<file path="src/pkg/meter_cfg.svh">
/*
 Register offsets, field positions, reset values and timing counts
 of the metering block.
 Assumes inclusion by bare name from the modules.
*/
`ifndef METER_CFG_SVH
`define METER_CFG_SVH

// ==========================================================
// register offsets
`define OFS_ALERT_MASK 8'h03
`define OFS_ALERT_LOG 8'h05
`define OFS_PIN_CFG 8'h07
`define OFS_THR_BASE 8'h08
`define OFS_CLK_DIV 8'h10
`define OFS_SETUP 8'h11
`define OFS_ALERT_CTL 8'h1C
`define OFS_CONV_CTL 8'h1D
`define OFS_PIN_STAT 8'h1F
`define OFS_ENERGY 8'h20
`define OFS_COUNT 8'h26
`define OFS_RESULT 8'h30
`define NUM_ENERGY 8'h06
`define NUM_COUNT 8'h04
`define NUM_RESULT 8'h18

// ==========================================================
// field positions
`define SETUP_RES16 0
`define SETUP_AUX3 1
`define SETUP_VOUT 2
`define CLKDIV_CHARGE 7
`define PIN_STRESS_EN 1
`define PIN_DONE_ALERT 2
`define PIN_ONE_LO 4
`define PIN_ONE_HI 5
`define PIN_TWO_HIGH 6
`define PIN_THREE_LOW 7
`define ACTL_METER_EN 0
`define ACTL_COUNT_EN 1
`define ACTL_PULL 6
`define ACTL_RESPOND 7
`define CONV_METER_RST 6

// ==========================================================
// reset values and pin one modes
`define REG_RST 8'h00
`define MIN_RST 16'hFFFF
`define MAX_RST 16'h0000
`define ONE_PGOOD 2'h0
`define ONE_PBAD 2'h1
`define ONE_LOW 2'h2
`define ONE_INPUT 2'h3

// ==========================================================
// timing: printed times, conversion clock, derived tick counts
`define T_CONV12_US 32'h0000FFFF
`define T_CONV16_US 32'h00100018
`define CONV_CLK_KHZ 32'h000000FA
`define SYS_CLK_KHZ 32'h000186A0
`define CONV12_TICKS ((`T_CONV12_US * `CONV_CLK_KHZ + 32'h1F4) / 32'h3E8)
`define CONV16_TICKS ((`T_CONV16_US * `CONV_CLK_KHZ + 32'h1F4) / 32'h3E8)
`define INT_OSC_DIV (`SYS_CLK_KHZ / `CONV_CLK_KHZ)
`define CLOCK_INPUT_PIN_IDLE_CYC 32'h00000040
`define THR_SCALE 17'h00101

`endif

</file>
<file path="src/pkg/meter_pkg.sv">
/*
 Types shared by the metering block.
 Assumes meter_cfg.svh sits on the include path.
*/
package meter_pkg;
    typedef logic [15:0] word_type;
    typedef enum {ST_IDLE, ST_CAPTURE, ST_UPDATE} conv_state_type;
endpackage

</file>
<file path="src/logic/conv_clock_div.sv">
/*
 Conversion clock source: internal divider of CLK, or the divided
 clock input pin once it toggles.
 Assumes pin_lvl is already synchronised to clk.
*/
`timescale 1ns/10ps
`include "meter_cfg.svh"
module conv_clock_div
    import meter_pkg::*;
#(
    parameter int INT_DIV = `INT_OSC_DIV,
    parameter int IDLE_CYC = `CLOCK_INPUT_PIN_IDLE_CYC
)
(
    // clock and reset
    input wire logic clk,
    input wire logic rst,
    // synchronised pin level and divider code
    input wire logic pin_lvl,
    input wire logic [4:0] div_code,
    // one-cycle conversion clock enable
    output logic conv_en,
    output logic ext_sel
);
    localparam int IW = $clog2(IDLE_CYC);
    localparam int OW = $clog2(INT_DIV);
    logic lvl_d_r;
    logic rise;
    logic [IW-1:0] idle_r;
    logic [OW-1:0] osc_r;
    logic [5:0] edge_r;
    logic edge_last;
    logic osc_last;

    // ======================================================
    // edge detect on the already synchronised level
    always_ff @(posedge clk)
    begin
        if (rst)
            lvl_d_r <= 1'b0;
        else
            lvl_d_r <= pin_lvl;
    end
    assign rise = pin_lvl & ~lvl_d_r;

    // a pin with no edges for a while counts as grounded
    always_ff @(posedge clk)
    begin
        if (rst)
            idle_r <= IW'(IDLE_CYC - 1);
        else if (rise)
            idle_r <= '0;
        else if (idle_r != IW'(IDLE_CYC - 1))
            idle_r <= idle_r + 1'b1;
    end
    assign ext_sel = (idle_r != IW'(IDLE_CYC - 1));

    // internal oscillator stand-in
    always_ff @(posedge clk)
    begin
        if (rst || osc_last)
            osc_r <= '0;
        else
            osc_r <= osc_r + 1'b1;
    end
    assign osc_last = (osc_r == OW'(INT_DIV - 1));

    // external edges divided by twice the code, zero passes through
    assign edge_last = (div_code == 5'h00) ||
                       (edge_r == {div_code, 1'b0} - 6'h01);
    always_ff @(posedge clk)
    begin
        if (rst || !ext_sel)
            edge_r <= 6'h00;
        else if (rise)
            edge_r <= edge_last ? 6'h00 : edge_r + 6'h01;
    end

    always_ff @(posedge clk)
    begin
        if (rst)
            conv_en <= 1'b0;
        else
            conv_en <= ext_sel ? (rise && edge_last) : osc_last;
    end
endmodule

</file>
<file path="src/logic/power_monitor_metering.sv">
/*
 Metering section: result capture, power, min/max, alarms, energy
 meter, conversion counter, pin control and register file.
 Assumes converter codes arrive on CLK, the serial interface
 drives the register port, and pins resolve open drain outside.
*/
`timescale 1ns/10ps
`include "meter_cfg.svh"
module power_monitor_metering
    import meter_pkg::*;
#(
    parameter int CONV12_TICKS = `CONV12_TICKS,
    parameter int CONV16_TICKS = `CONV16_TICKS,
    parameter int ACC_W = 48,
    parameter int CNT_W = 32
)
(
    // clock and reset
    input wire logic CLK,
    input wire logic RST,
    // register port from the serial interface
    input wire logic [7:0] REG_ADDR,
    input wire logic [7:0] REG_WDATA,
    input wire logic REG_WR,
    input wire logic REG_RD,
    output logic [7:0] REG_RDATA,
    // converter codes, right justified in 12 bit mode
    input wire logic [15:0] SENSE_CODE,
    input wire logic [15:0] VIN_CODE,
    input wire logic [15:0] VOUT_CODE,
    input wire logic [15:0] AUX_TWO_CODE,
    input wire logic [15:0] AUX_THREE_CODE,
    // hot swap core status
    input wire logic POWER_GOOD,
    input wire logic FET_STRESS,
    // conversion clock pins
    input wire logic CLOCK_INPUT_PIN,
    output logic CRYSTAL_DRIVE_PIN,
    // open drain pins
    input wire logic AUX_PIN_ONE_I,
    output logic AUX_PIN_ONE_O,
    output logic AUX_PIN_ONE_OE,
    input wire logic AUX_PIN_TWO_I,
    output logic AUX_PIN_TWO_O,
    output logic AUX_PIN_TWO_OE,
    input wire logic AUX_PIN_THREE_I,
    output logic AUX_PIN_THREE_O,
    output logic AUX_PIN_THREE_OE,
    input wire logic ALERT_N_I,
    output logic ALERT_N_O,
    output logic ALERT_N_OE,
    // alert response participation and conversion strobe
    output logic ALERT_RESPONSE_EN,
    output logic CONV_DONE
);
    localparam int PW = $clog2(CONV16_TICKS + 1);
    logic [7:0] mask_r, log_r, pincfg_r, clkdiv_r;
    logic [7:0] setup_r, actl_r, convctl_r, rd_val;
    logic [7:0] thr_r [8];
    word_type val_r [4];
    word_type min_r [4];
    word_type max_r [4];
    word_type neww [4];
    logic [ACC_W-1:0] acc_r, add;
    logic [CNT_W-1:0] cnt_r;
    logic [31:0] prod;
    logic [4:0] s1_r, s2_r;
    logic [PW-1:0] per_r, per_last;
    logic [7:0] trip, trip_d_r;
    logic acc_carry, cnt_full, meter_ovf_r, count_ovf_r;
    logic conv_en, ext_sel, conv_end, mrst, wr_meter;
    conv_state_type state_r;

    // ======================================================
    // returns a 12 bit code left justified when not in 16 bit mode
    function automatic word_type justify(input word_type c,
                                         input logic r16);
        justify = r16 ? c : {c[11:0], 4'h0};
    endfunction

    // threshold byte scaled to the 16 bit result word
    function automatic logic [16:0] scale(input logic [8:0] t);
        scale = 17'(t * `THR_SCALE);
    endfunction

    // ======================================================
    // pin synchronisers: alert, pin one, two, three, clock input
    always_ff @(posedge CLK)
    begin
        if (RST)
        begin
            s1_r <= 5'h00;
            s2_r <= 5'h00;
        end
        else
        begin
            s1_r <= {CLOCK_INPUT_PIN, AUX_PIN_THREE_I, AUX_PIN_TWO_I,
                     AUX_PIN_ONE_I, ALERT_N_I};
            s2_r <= s1_r;
        end
    end

    conv_clock_div u_clk (
        .clk(CLK),
        .rst(RST),
        .pin_lvl(s2_r[4]),
        .div_code(clkdiv_r[4:0]),
        .conv_en(conv_en),
        .ext_sel(ext_sel)
    );

    // crystal drive inverts the sensed input, idle when grounded
    always_ff @(posedge CLK)
    begin
        if (RST)
            CRYSTAL_DRIVE_PIN <= 1'b0;
        else
            CRYSTAL_DRIVE_PIN <= ext_sel & ~s2_r[4];
    end

    // ======================================================
    // conversion period in conversion clock ticks
    assign per_last = setup_r[`SETUP_RES16] ?
                      PW'(CONV16_TICKS - 1) : PW'(CONV12_TICKS - 1);
    assign conv_end = conv_en && (per_r >= per_last);
    always_ff @(posedge CLK)
    begin
        if (RST || conv_end)
            per_r <= '0;
        else if (conv_en)
            per_r <= per_r + 1'b1;
    end

    // capture then update, so power sees the fresh pair
    always_ff @(posedge CLK)
    begin
        if (RST)
            state_r <= ST_IDLE;
        else
            case (state_r)
                ST_IDLE: if (conv_end) state_r <= ST_CAPTURE;
                ST_CAPTURE: state_r <= ST_UPDATE;
                ST_UPDATE: state_r <= ST_IDLE;
                default: state_r <= ST_IDLE;
            endcase
    end

    always_ff @(posedge CLK)
    begin
        if (RST)
            CONV_DONE <= 1'b0;
        else
            CONV_DONE <= (state_r == ST_UPDATE);
    end

    // ======================================================
    // results: 0 power, 1 current, 2 supply/output, 3 aux
    assign prod = val_r[1] * val_r[2];
    always_comb
    begin
        neww[0] = prod[31:16];
        neww[1] = val_r[1];
        neww[2] = val_r[2];
        neww[3] = val_r[3];
    end

    always_ff @(posedge CLK)
    begin
        if (RST)
            for (int i = 0; i < 4; i++)
                val_r[i] <= 16'h0000;
        else if (state_r == ST_CAPTURE)
        begin
            val_r[1] <= justify(SENSE_CODE,
                                setup_r[`SETUP_RES16]);
            val_r[2] <= justify(setup_r[`SETUP_VOUT] ? VOUT_CODE :
                                VIN_CODE, setup_r[`SETUP_RES16]);
            val_r[3] <= justify(setup_r[`SETUP_AUX3] ? AUX_THREE_CODE :
                                AUX_TWO_CODE, setup_r[`SETUP_RES16]);
        end
        else if (state_r == ST_UPDATE)
            val_r[0] <= neww[0];
    end

    // min/max on every quantity after each conversion
    always_ff @(posedge CLK)
    begin
        if (RST)
            for (int i = 0; i < 4; i++)
            begin
                min_r[i] <= `MIN_RST;
                max_r[i] <= `MAX_RST;
            end
        else if (state_r == ST_UPDATE)
            for (int i = 0; i < 4; i++)
            begin
                if (neww[i] < min_r[i]) min_r[i] <= neww[i];
                if (neww[i] > max_r[i]) max_r[i] <= neww[i];
            end
    end

    // alarm k: quantity k/2, even k rising, odd k falling
    always_comb
    begin
        for (int k = 0; k < 8; k++)
            if (k % 2 == 0)
                trip[7-k] = {1'b0, neww[k/2]} >= scale({1'b0, thr_r[k]});
            else
                trip[7-k] = {1'b0, neww[k/2]} <
                            scale({1'b0, thr_r[k]} + 9'h001);
    end

    // ======================================================
    // energy meter and conversion counter
    assign mrst = convctl_r[`CONV_METER_RST];
    assign add = clkdiv_r[`CLKDIV_CHARGE] ?
                 ACC_W'(val_r[1]) : ACC_W'(prod[31:8]);
    assign acc_carry = (state_r == ST_UPDATE) &&
                       ({1'b0, acc_r} + {1'b0, add} >> ACC_W) != '0;
    assign cnt_full = (state_r == ST_UPDATE) &&
                      (cnt_r + 1'b1 == '1);
    assign wr_meter = REG_WR && REG_ADDR >= `OFS_ENERGY &&
                      REG_ADDR < `OFS_COUNT + `NUM_COUNT;

    always_ff @(posedge CLK)
    begin
        if (RST || mrst)
        begin
            acc_r <= '0;
            cnt_r <= '0;
        end
        else if (wr_meter)
        begin
            for (int i = 0; i < 6; i++)
                if (REG_ADDR == `OFS_ENERGY + 8'(i))
                    acc_r[8*(5-i) +: 8] <= REG_WDATA;
            for (int i = 0; i < 4; i++)
                if (REG_ADDR == `OFS_COUNT + 8'(i))
                    cnt_r[8*(3-i) +: 8] <= REG_WDATA;
        end
        else if (state_r == ST_UPDATE)
        begin
            acc_r <= acc_r + add;
            cnt_r <= cnt_r + 1'b1;
        end
    end

    // overflow flags hold until the meter is reset
    always_ff @(posedge CLK)
    begin
        if (RST || mrst)
        begin
            meter_ovf_r <= 1'b0;
            count_ovf_r <= 1'b0;
        end
        else
        begin
            if (acc_carry && !wr_meter) meter_ovf_r <= 1'b1;
            if (cnt_full && !wr_meter) count_ovf_r <= 1'b1;
        end
    end

    // ======================================================
    // register writes; hardware sets of log and respond bits win over software clears
    always_ff @(posedge CLK)
    begin
        if (RST)
        begin
            mask_r <= `REG_RST;
            pincfg_r <= `REG_RST;
            clkdiv_r <= `REG_RST;
            setup_r <= `REG_RST;
            convctl_r <= `REG_RST;
            for (int k = 0; k < 8; k++)
                thr_r[k] <= `REG_RST;
        end
        else if (REG_WR)
            case (REG_ADDR)
                `OFS_ALERT_MASK: mask_r <= REG_WDATA;
                `OFS_PIN_CFG: pincfg_r <= REG_WDATA;
                `OFS_CLK_DIV: clkdiv_r <= REG_WDATA;
                `OFS_SETUP: setup_r <= REG_WDATA;
                `OFS_CONV_CTL: convctl_r <= REG_WDATA;
                default:
                    for (int k = 0; k < 8; k++)
                        if (REG_ADDR == `OFS_THR_BASE + 8'(k))
                            thr_r[k] <= REG_WDATA;
            endcase
    end

    // alarm log, trips remembered so held faults alert once
    always_ff @(posedge CLK)
    begin
        if (RST)
        begin
            log_r <= `REG_RST;
            trip_d_r <= 8'h00;
        end
        else
        begin
            if (REG_WR && REG_ADDR == `OFS_ALERT_LOG)
                log_r <= REG_WDATA |
                         ((state_r == ST_UPDATE) ? trip : 8'h00);
            else if (state_r == ST_UPDATE)
                log_r <= log_r | trip;
            if (state_r == ST_UPDATE)
                trip_d_r <= trip;
        end
    end

    // alert control: enabled events set the respond bit
    always_ff @(posedge CLK)
    begin
        if (RST)
            actl_r <= `REG_RST;
        else
        begin
            if (REG_WR && REG_ADDR == `OFS_ALERT_CTL)
                actl_r <= REG_WDATA;
            if ((state_r == ST_UPDATE &&
                 ((trip & ~trip_d_r & mask_r) != 8'h00 ||
                  pincfg_r[`PIN_DONE_ALERT])) ||
                (acc_carry && actl_r[`ACTL_METER_EN]) ||
                (cnt_full && actl_r[`ACTL_COUNT_EN]))
                actl_r[`ACTL_RESPOND] <= 1'b1;
        end
    end

    // ======================================================
    // open drain pins: output value low, enable means pulling
    always_ff @(posedge CLK)
    begin
        if (RST)
        begin
            AUX_PIN_ONE_OE <= 1'b0;
            AUX_PIN_TWO_OE <= 1'b0;
            AUX_PIN_THREE_OE <= 1'b0;
            ALERT_N_OE <= 1'b0;
        end
        else
        begin
            case (pincfg_r[`PIN_ONE_HI:`PIN_ONE_LO])
                `ONE_PGOOD: AUX_PIN_ONE_OE <= ~POWER_GOOD;
                `ONE_PBAD: AUX_PIN_ONE_OE <= POWER_GOOD;
                `ONE_LOW: AUX_PIN_ONE_OE <= 1'b1;
                default: AUX_PIN_ONE_OE <= 1'b0;
            endcase
            AUX_PIN_TWO_OE <= pincfg_r[`PIN_STRESS_EN] ? FET_STRESS :
                              ~pincfg_r[`PIN_TWO_HIGH];
            AUX_PIN_THREE_OE <= pincfg_r[`PIN_THREE_LOW];
            ALERT_N_OE <= actl_r[`ACTL_PULL] |
                          actl_r[`ACTL_RESPOND];
        end
    end
    assign AUX_PIN_ONE_O = 1'b0;
    assign AUX_PIN_TWO_O = 1'b0;
    assign AUX_PIN_THREE_O = 1'b0;
    assign ALERT_N_O = 1'b0;
    assign ALERT_RESPONSE_EN = actl_r[`ACTL_RESPOND];

    // ======================================================
    // read mux, registered on the read strobe
    always_comb
    begin
        rd_val = 8'h00;
        case (REG_ADDR)
            `OFS_ALERT_MASK: rd_val = mask_r;
            `OFS_ALERT_LOG: rd_val = log_r;
            `OFS_PIN_CFG: rd_val = pincfg_r;
            `OFS_CLK_DIV: rd_val = clkdiv_r;
            `OFS_SETUP: rd_val = setup_r;
            `OFS_ALERT_CTL: rd_val = actl_r;
            `OFS_CONV_CTL: rd_val = convctl_r;
            `OFS_PIN_STAT: rd_val = {s2_r[3:0], 2'h0, meter_ovf_r,
                                     count_ovf_r};
            default:
            begin
                for (int k = 0; k < 8; k++)
                    if (REG_ADDR == `OFS_THR_BASE + 8'(k))
                        rd_val = thr_r[k];
                for (int i = 0; i < 6; i++)
                    if (REG_ADDR == `OFS_ENERGY + 8'(i))
                        rd_val = acc_r[8*(5-i) +: 8];
                for (int i = 0; i < 4; i++)
                    if (REG_ADDR == `OFS_COUNT + 8'(i))
                        rd_val = cnt_r[8*(3-i) +: 8];
                // per quantity: value, min, max, each MSB first
                for (int q = 0; q < 4; q++)
                    for (int b = 0; b < 2; b++)
                    begin
                        if (REG_ADDR == `OFS_RESULT + 8'(q*6+b))
                            rd_val = val_r[q][8*(1-b) +: 8];
                        if (REG_ADDR == `OFS_RESULT + 8'(q*6+2+b))
                            rd_val = min_r[q][8*(1-b) +: 8];
                        if (REG_ADDR == `OFS_RESULT + 8'(q*6+4+b))
                            rd_val = max_r[q][8*(1-b) +: 8];
                    end
            end
        endcase
    end

    always_ff @(posedge CLK)
    begin
        if (RST)
            REG_RDATA <= 8'h00;
        else if (REG_RD)
            REG_RDATA <= rd_val;
    end
endmodule

</file>
<file path="config.mk">
export PLATFORM = sky130hd
export DESIGN_NAME = power_monitor_metering
export DESIGN_NICKNAME = d
export VERILOG_FILES = /design/src/pkg/meter_pkg.sv /design/src/logic/conv_clock_div.sv /design/src/logic/power_monitor_metering.sv
export VERILOG_INCLUDE_DIRS = /design/src /design/src/pkg
export SDC_FILE = /design/constraint.sdc
export NUM_CORES = 2
export LEC_CHECK = 0
export ABC_AREA = 1
export BUFFER_PORTS_ARGS = -buffer_cell sky130_fd_sc_hd__buf_2
export CORE_ASPECT_RATIO = 1.75
export CORE_MARGIN = 2
export CORE_UTILIZATION = 55
export CTS_CLUSTER_DIAMETER = 200
export DETAILED_ROUTE_END_ITERATION = 10
export MAX_ROUTING_LAYER = met4
export PLACE_DENSITY = 0.78
export SYNTH_ARGS = -nofsm -noshare
export SYNTH_HDL_FRONTEND = slang
export SYNTH_SLANG_ARGS = --single-unit
</file>
<file path="constraint.sdc">
create_clock -name CLK -period 8.2 [get_ports CLK]
set_input_delay 1.23 -clock CLK [delete_from_list [all_inputs] [get_ports CLK]]
set_output_delay 1.23 -clock CLK [all_outputs]
set_load 0.01 [all_outputs]
</file>
### Word level (Yosys, flattened, before mapping)

Memory sizes are Yosys's and may differ from the RTL's.
Index checks and enable logic that the tools add are counted.

* bits in registers: 244
* memory bits (writable): 256
* input port bits: 107
* output and inout bits: 19
* logic and storage cells: 408
* memories kept: 4

Memory list
* max_r: depth 4, width 16, read ports 4, clocked after memory_dff 0, wr ports 4, line power_monitor_metering.sv:62 `word_type max_r [4];`
* min_r: depth 4, width 16, read ports 4, clocked after memory_dff 0, wr ports 4, line power_monitor_metering.sv:61 `word_type min_r [4];`
* thr_r: depth 8, width 8, read ports 8, clocked after memory_dff 0, wr ports 8, line power_monitor_metering.sv:59 `logic [7:0] thr_r [8];`
* val_r: depth 4, width 16, read ports 4, clocked after memory_dff 0, wr ports 4, line power_monitor_metering.sv:60 `word_type val_r [4];`

* add/subtract/negate cells: 12
* multipliers: 9
* $lt $le $gt $ge: 19
* eq/ne operators: 70
* mux-type cells: 178
* bitwise logic cells: 32
* reduce and logical (&&, ||, !) cells: 47

Operator list (count)
* 8-bit 2-to-1 mux: 64
* 16-bit 2-to-1 mux: 17
* 8-bit by 6-bit == test with 1-bit output, second input constant: 26
* 32-bit 2-to-1 mux: 3
* 48-bit 2-to-1 mux: 2
* 1-bit 2-to-1 mux: 84
* 16-bit by 17-bit >= comparator with 1-bit output: 4
* 16-bit by 17-bit < comparator with 1-bit output: 4
* 8-bit by 9-bit multiplier with 17-bit output, second input constant: 4
* 9-bit by 9-bit multiplier with 17-bit output, second input constant: 4
* 8-bit by 4-bit == test with 1-bit output, second input constant: 8
* 8-bit by 7-bit == test with 1-bit output, second input constant: 8
* 16-bit greater-than comparator: 4
* 16-bit < comparator: 4
* 32-bit case mux with 2 select lines: 1
* 8-bit case mux with 8 select lines: 1
* 48-bit by 24-bit adder with 49-bit output: 1
* 48-bit by 24-bit adder with 48-bit output: 1
* 8-bit by 5-bit == test with 1-bit output, second input constant: 5
* 8-bit by 1-bit adder with 9-bit output, second input constant: 4
* 32-bit by 1-bit adder with 32-bit output, second input constant: 1
* 32-bit by 1-bit == test with 1-bit output, second input constant: 1
* 32-bit by 2-bit == test with 1-bit output, second input constant: 1
* 32-bit by 3-bit == test with 1-bit output, second input constant: 1
* other kinds (38): 114

### Longest topological paths before layout

* word-level depth: 44
* gate-level depth with buffers: 53
* mapped depth without buffers: 51

### Hierarchy

A second synthesis with hierarchy kept.

* cell total of the unflattened synthesis: 5261
* area, all modules: 39908.3 um^2

By module, submodules not included
* power_monitor_metering: instances 1, cells an instance 5094, area an instance 38732.1 um^2, sequential area each 11511.0 um^2
* conv_clock_div: instances 1, cells an instance 167, area an instance 1176.1 um^2, sequential area each 460.4 um^2

### Least setup slack after synthesis

OpenSTA, ideal clock, no wires.

* path kind: reg2reg
* from: memory val_r[1][5] in the netlist's numbering
* to: memory max_r[0][0] in the netlist's numbering, enable pin
* data arrival time: 7.878 ns
* data required time: 7.828 ns
* path slack: -0.049 ns
* cell stages (with the launch flop): 37
* clock period less this slack: 8.249 ns
* cell sequence: edfxtp_1 > clkbuf_1 > clkbuf_1 > nand2_1 > fa_1 > inv_1 > fa_1 > inv_1 > fa_1 > inv_1 > fa_1 > fa_1 > inv_1 > fa_1 > inv_1 > ha_1 > nand2_1 > nor2_1 > nand3_1 > o2111ai_1 > inv_1 > o21bai_1 > a21o_1 > a31oi_1 > or3_1 > a21oi_1 > a211o_1 > xor2_1 > inv_1 > ha_1 > nand2_1 > inv_1 > nand3_1 > nor3_2 > a21boi_2 > o21ai_1 > nand2_1

RTL lines (line)
* from (decl): power_monitor_metering.sv:60
* to (decl): power_monitor_metering.sv:62

==> impl_results.md <==
- Clk pin slew, worst setup/hold paths: 70 ps
- FF/Latch Area: 12000 µm²
- Initial DRC Count: between 2000 and 3000
- Post-DP HPWL: 102 mm
- Arr. time, crit path: around 8700 ps
- Worst hold endpoint: s2_r[4]
- Hold Path Origin: s1_r[4]
- WHS Path Cells: 2
- Clk_lat worst skew: 650 ps
- Most used DFF post-synth: edfxtp_1
- Post-synthesis register bit count: between 400 and 500
- Final ANT Viol Nets: 0
- Synth area leader: edfxtp_1
- Io pins: 126
- Critical path's largest stage delay: ~570 ps
- Total GRT Usage: 0.356
- Fin cells: 6509
- Final worst slack: 29.2 ps
- Hold Buf Count CTS: 0
- Root buf cell: clkbuf_16
- Die X-Extent: 208 µm
- Final Max Slew Viols: 0
- Post-synthesis cell type count: slightly below 70
- DRT Pass-1 Iters: 9
- Final Routed Wirelength: approximately 130 mm
- Max Fclk: ~0.12 GHz
- Count leader, synth: nand2_1
- Area Overhead vs Synth: 13.4%
- Seq/Total Area, Yosys: 0.300
- Filler cells: 6255
- Hold Vio Cnt, Final: 0
- Setup CP Type: flop to flop
- Dominant cells by area after synthesis: edfxtp_1, ha_1, dfxtp_1, nand2_1, fa_1
- PnR Total Power: 8140 µW
- Warnings from Yosys: 0
- Max-cap check violation count: 0
- TritonCTS clock tree: yes
- Syn Inst Count: between 5000 and 6000
- Gpl congestion: 0.991
- Largest net degree at the start of global routing: 81
- Critical path's slowest cell: fa_1
- First-pass GRT wire length: 201 mm
- CTS Buf Count: 46
- Worst slack, placed: -337 ps
- Pwr/cell area: 180 nW/µm²
- Leakage: 0.0215 µW
- Post-synth EDFFs: 256
- Ys async rst share: 0
- TritonCTS Sinks: 470
- Synth cell count leaders: nand2_1, inv_1, nor2_1, ha_1, a21oi_1
- Htree depth: 2
- Nets: between 6000 and 7000
- Multi-input logic area: approximately 24000 µm²
- Final min period: 8170 ps
- Setup crit start kind: flop
- Worst EP required: 8760 ps
- Setup violations, final: 0
- Most frequent CP cell: fa_1
- Initial Util: 0.556
- Global route total overflow: 0
- Number of buffers added on ports: 121
- Drt wl/cell: 20.2 µm
- Mapped cell area: ~40000 µm²
- Syn Area/Cell: 7.54 µm²
- Final period utilization: 0.996
- FF-to-FF Start: val_r[2][3]
- Worst r2r path cells: 41
- CP top delay family: adder cells
- DR vias/cell: approximately 5.8
- Number of global-route vias before repair: 37700
- Antenna violations before repair: 2
- Crit path max fanout: 5
- Layout cells sized above 1: 0.115
- HP Class: flop to flop
- Final core utilization: 0.630
- Fin Setup TNS: 0 ps
- Worst slew pin tran: ~1200 ps
- FF-to-FF End: acc_r[47]
- DRC Markers: 0
- Die height: 360 µm
- Slew HR: 0.173
- Clock Tree Buf Depth: 3
- Max IR drop VDD: 0.191 mV
- Endpoint class of the critical path: flop
- Placed instance count: around 6400
- Worst path bufs/invs: 10
- Status: finished clean
- RSZ-0062 raised after global routing: yes
- Post-synth top area share: 0.193
- Worst reg-to-reg setup slack: 30 ps
- Clock Skews: 72.4 ps
- # rows: 130
- Via count: 37600
- Die area: approximately 75000 µm²
- Core area: 71700 µm²
[report_power, final]
group / switching (µW) / total, µW / leakage, µW / internal (µW)
Clock: 1040 / 2380 / 0.000813 / 1340
Combinational: 1870 / 3150 / 0.0166 / 1280
Sequential: 60.6 / 2610 / 0.00412 / 2550
[cell usage in the layout, fill, tap and decap left out, types with 19 or more instances in the layout]
cell / n
nand2_1: 1109
inv_1: 966
nor2_1: 489
ha_1: 389
a21oi_1: 318
o21ai_0: 297
edfxtp_1: 256
buf_4: 223
dfxtp_1: 213
fa_1: 189
nand3_1: 163
buf_2: 121
nand4_1: 101
a31oi_1: 82
xor2_1: 76
nor3_1: 53
clkbuf_16: 50
or2_2: 33
xnor2_1: 24
buf_6: 24
inv_2: 23
o21ai_1: 22
nor4_1: 20
nor2_2: 19
[what timing repair did]
action | in CTS | in global routing
endpoints found under the setup margin | 81 | 96
resized for setup | 40 | 133
gates cloned | 0 | 1
pin swaps | 28 | 82
setup buffers | 15 | 12
hold endpoints to repair | 0 | 0
[worst min-delay path, delay by kind of cell, from the launching register on]
family | cells | cell delay [ps]
buffers and inverters | 1 | 40
AND/OR/NAND/NOR | 1 | 30
flip-flops | 1 | 300
[state kept, by name, summed over array words and instances, names as in the netlist, 6 cells and up]
signal,cells
actl_r,8
per_r,19
clkdiv_r,8
mask_r,8
val_r,64
log_r,8
u_clk.idle_r,6
cnt_r,32
min_r,64
REG_RDATA,8
setup_r,8
u_clk.osc_r,9
thr_r,64
pincfg_r,8
acc_r,48
convctl_r,8
max_r,64
trip_d_r,8
u_clk.edge_r,6
[final cells by class]
| type | count | area share |
|---|---|---|
| repair buffers | 372 | 0.0580 |
| flip-flops and latches | 470 | 0.265 |
| clock buffers | 59 | 0.0289 |
| well taps | 924 | 0.0256 |
| multi-input cells | 3652 | 0.531 |
| clock inverters | 27 | 0.00794 |
| inverters | 1003 | 0.0834 |
| diodes | 2 | 0.000111 |
[stage by stage]
stage,hold slack [ps],cell area (µm²)
after floorplan,388,39900
after global placement,392,42700
after detailed placement,398,42700
after CTS,408,44600
after global routing,421,45200
final,408,45200
[layer usage]
metal / vias up / share of wire / global-route usage
li1: 17600 / - / -
met1: 17600 / 0.33 / 0.352
met2: 1721 / 0.49 / 0.614
met3: 684 / 0.067 / 0.0478
met4: 0 / 0.11 / 0.313
met5: - / 0 / -
[kinds of logic after synthesis]
family,share of synthesized area
buffers and inverters,0.112
AOI/OAI and AO/OA,0.122
adders and majority gates,0.224
xor gates and xnor gates,0.0230
DFF,0.300
other,0.0000940
and+or+nand+nor,0.216
muxes,0.00201
[worst max path at each step]
stage / start / to / slack (ps) / cells after the start
after floorplan: val_r[1][6] / acc_r[44] / 0.5 / 43
final: val_r[2][3] / acc_r[47] / 30 / 41
after global placement: val_r[1][6] / acc_r[45] / -210 / 36
after detailed placement: val_r[1][6] / acc_r[45] / -340 / 36
after CTS: val_r[1][6] / acc_r[47] / 0.4 / 38
after global routing: val_r[2][4] / acc_r[46] / -480 / 43
Note: power is estimated with default switching activity, not from simulation.
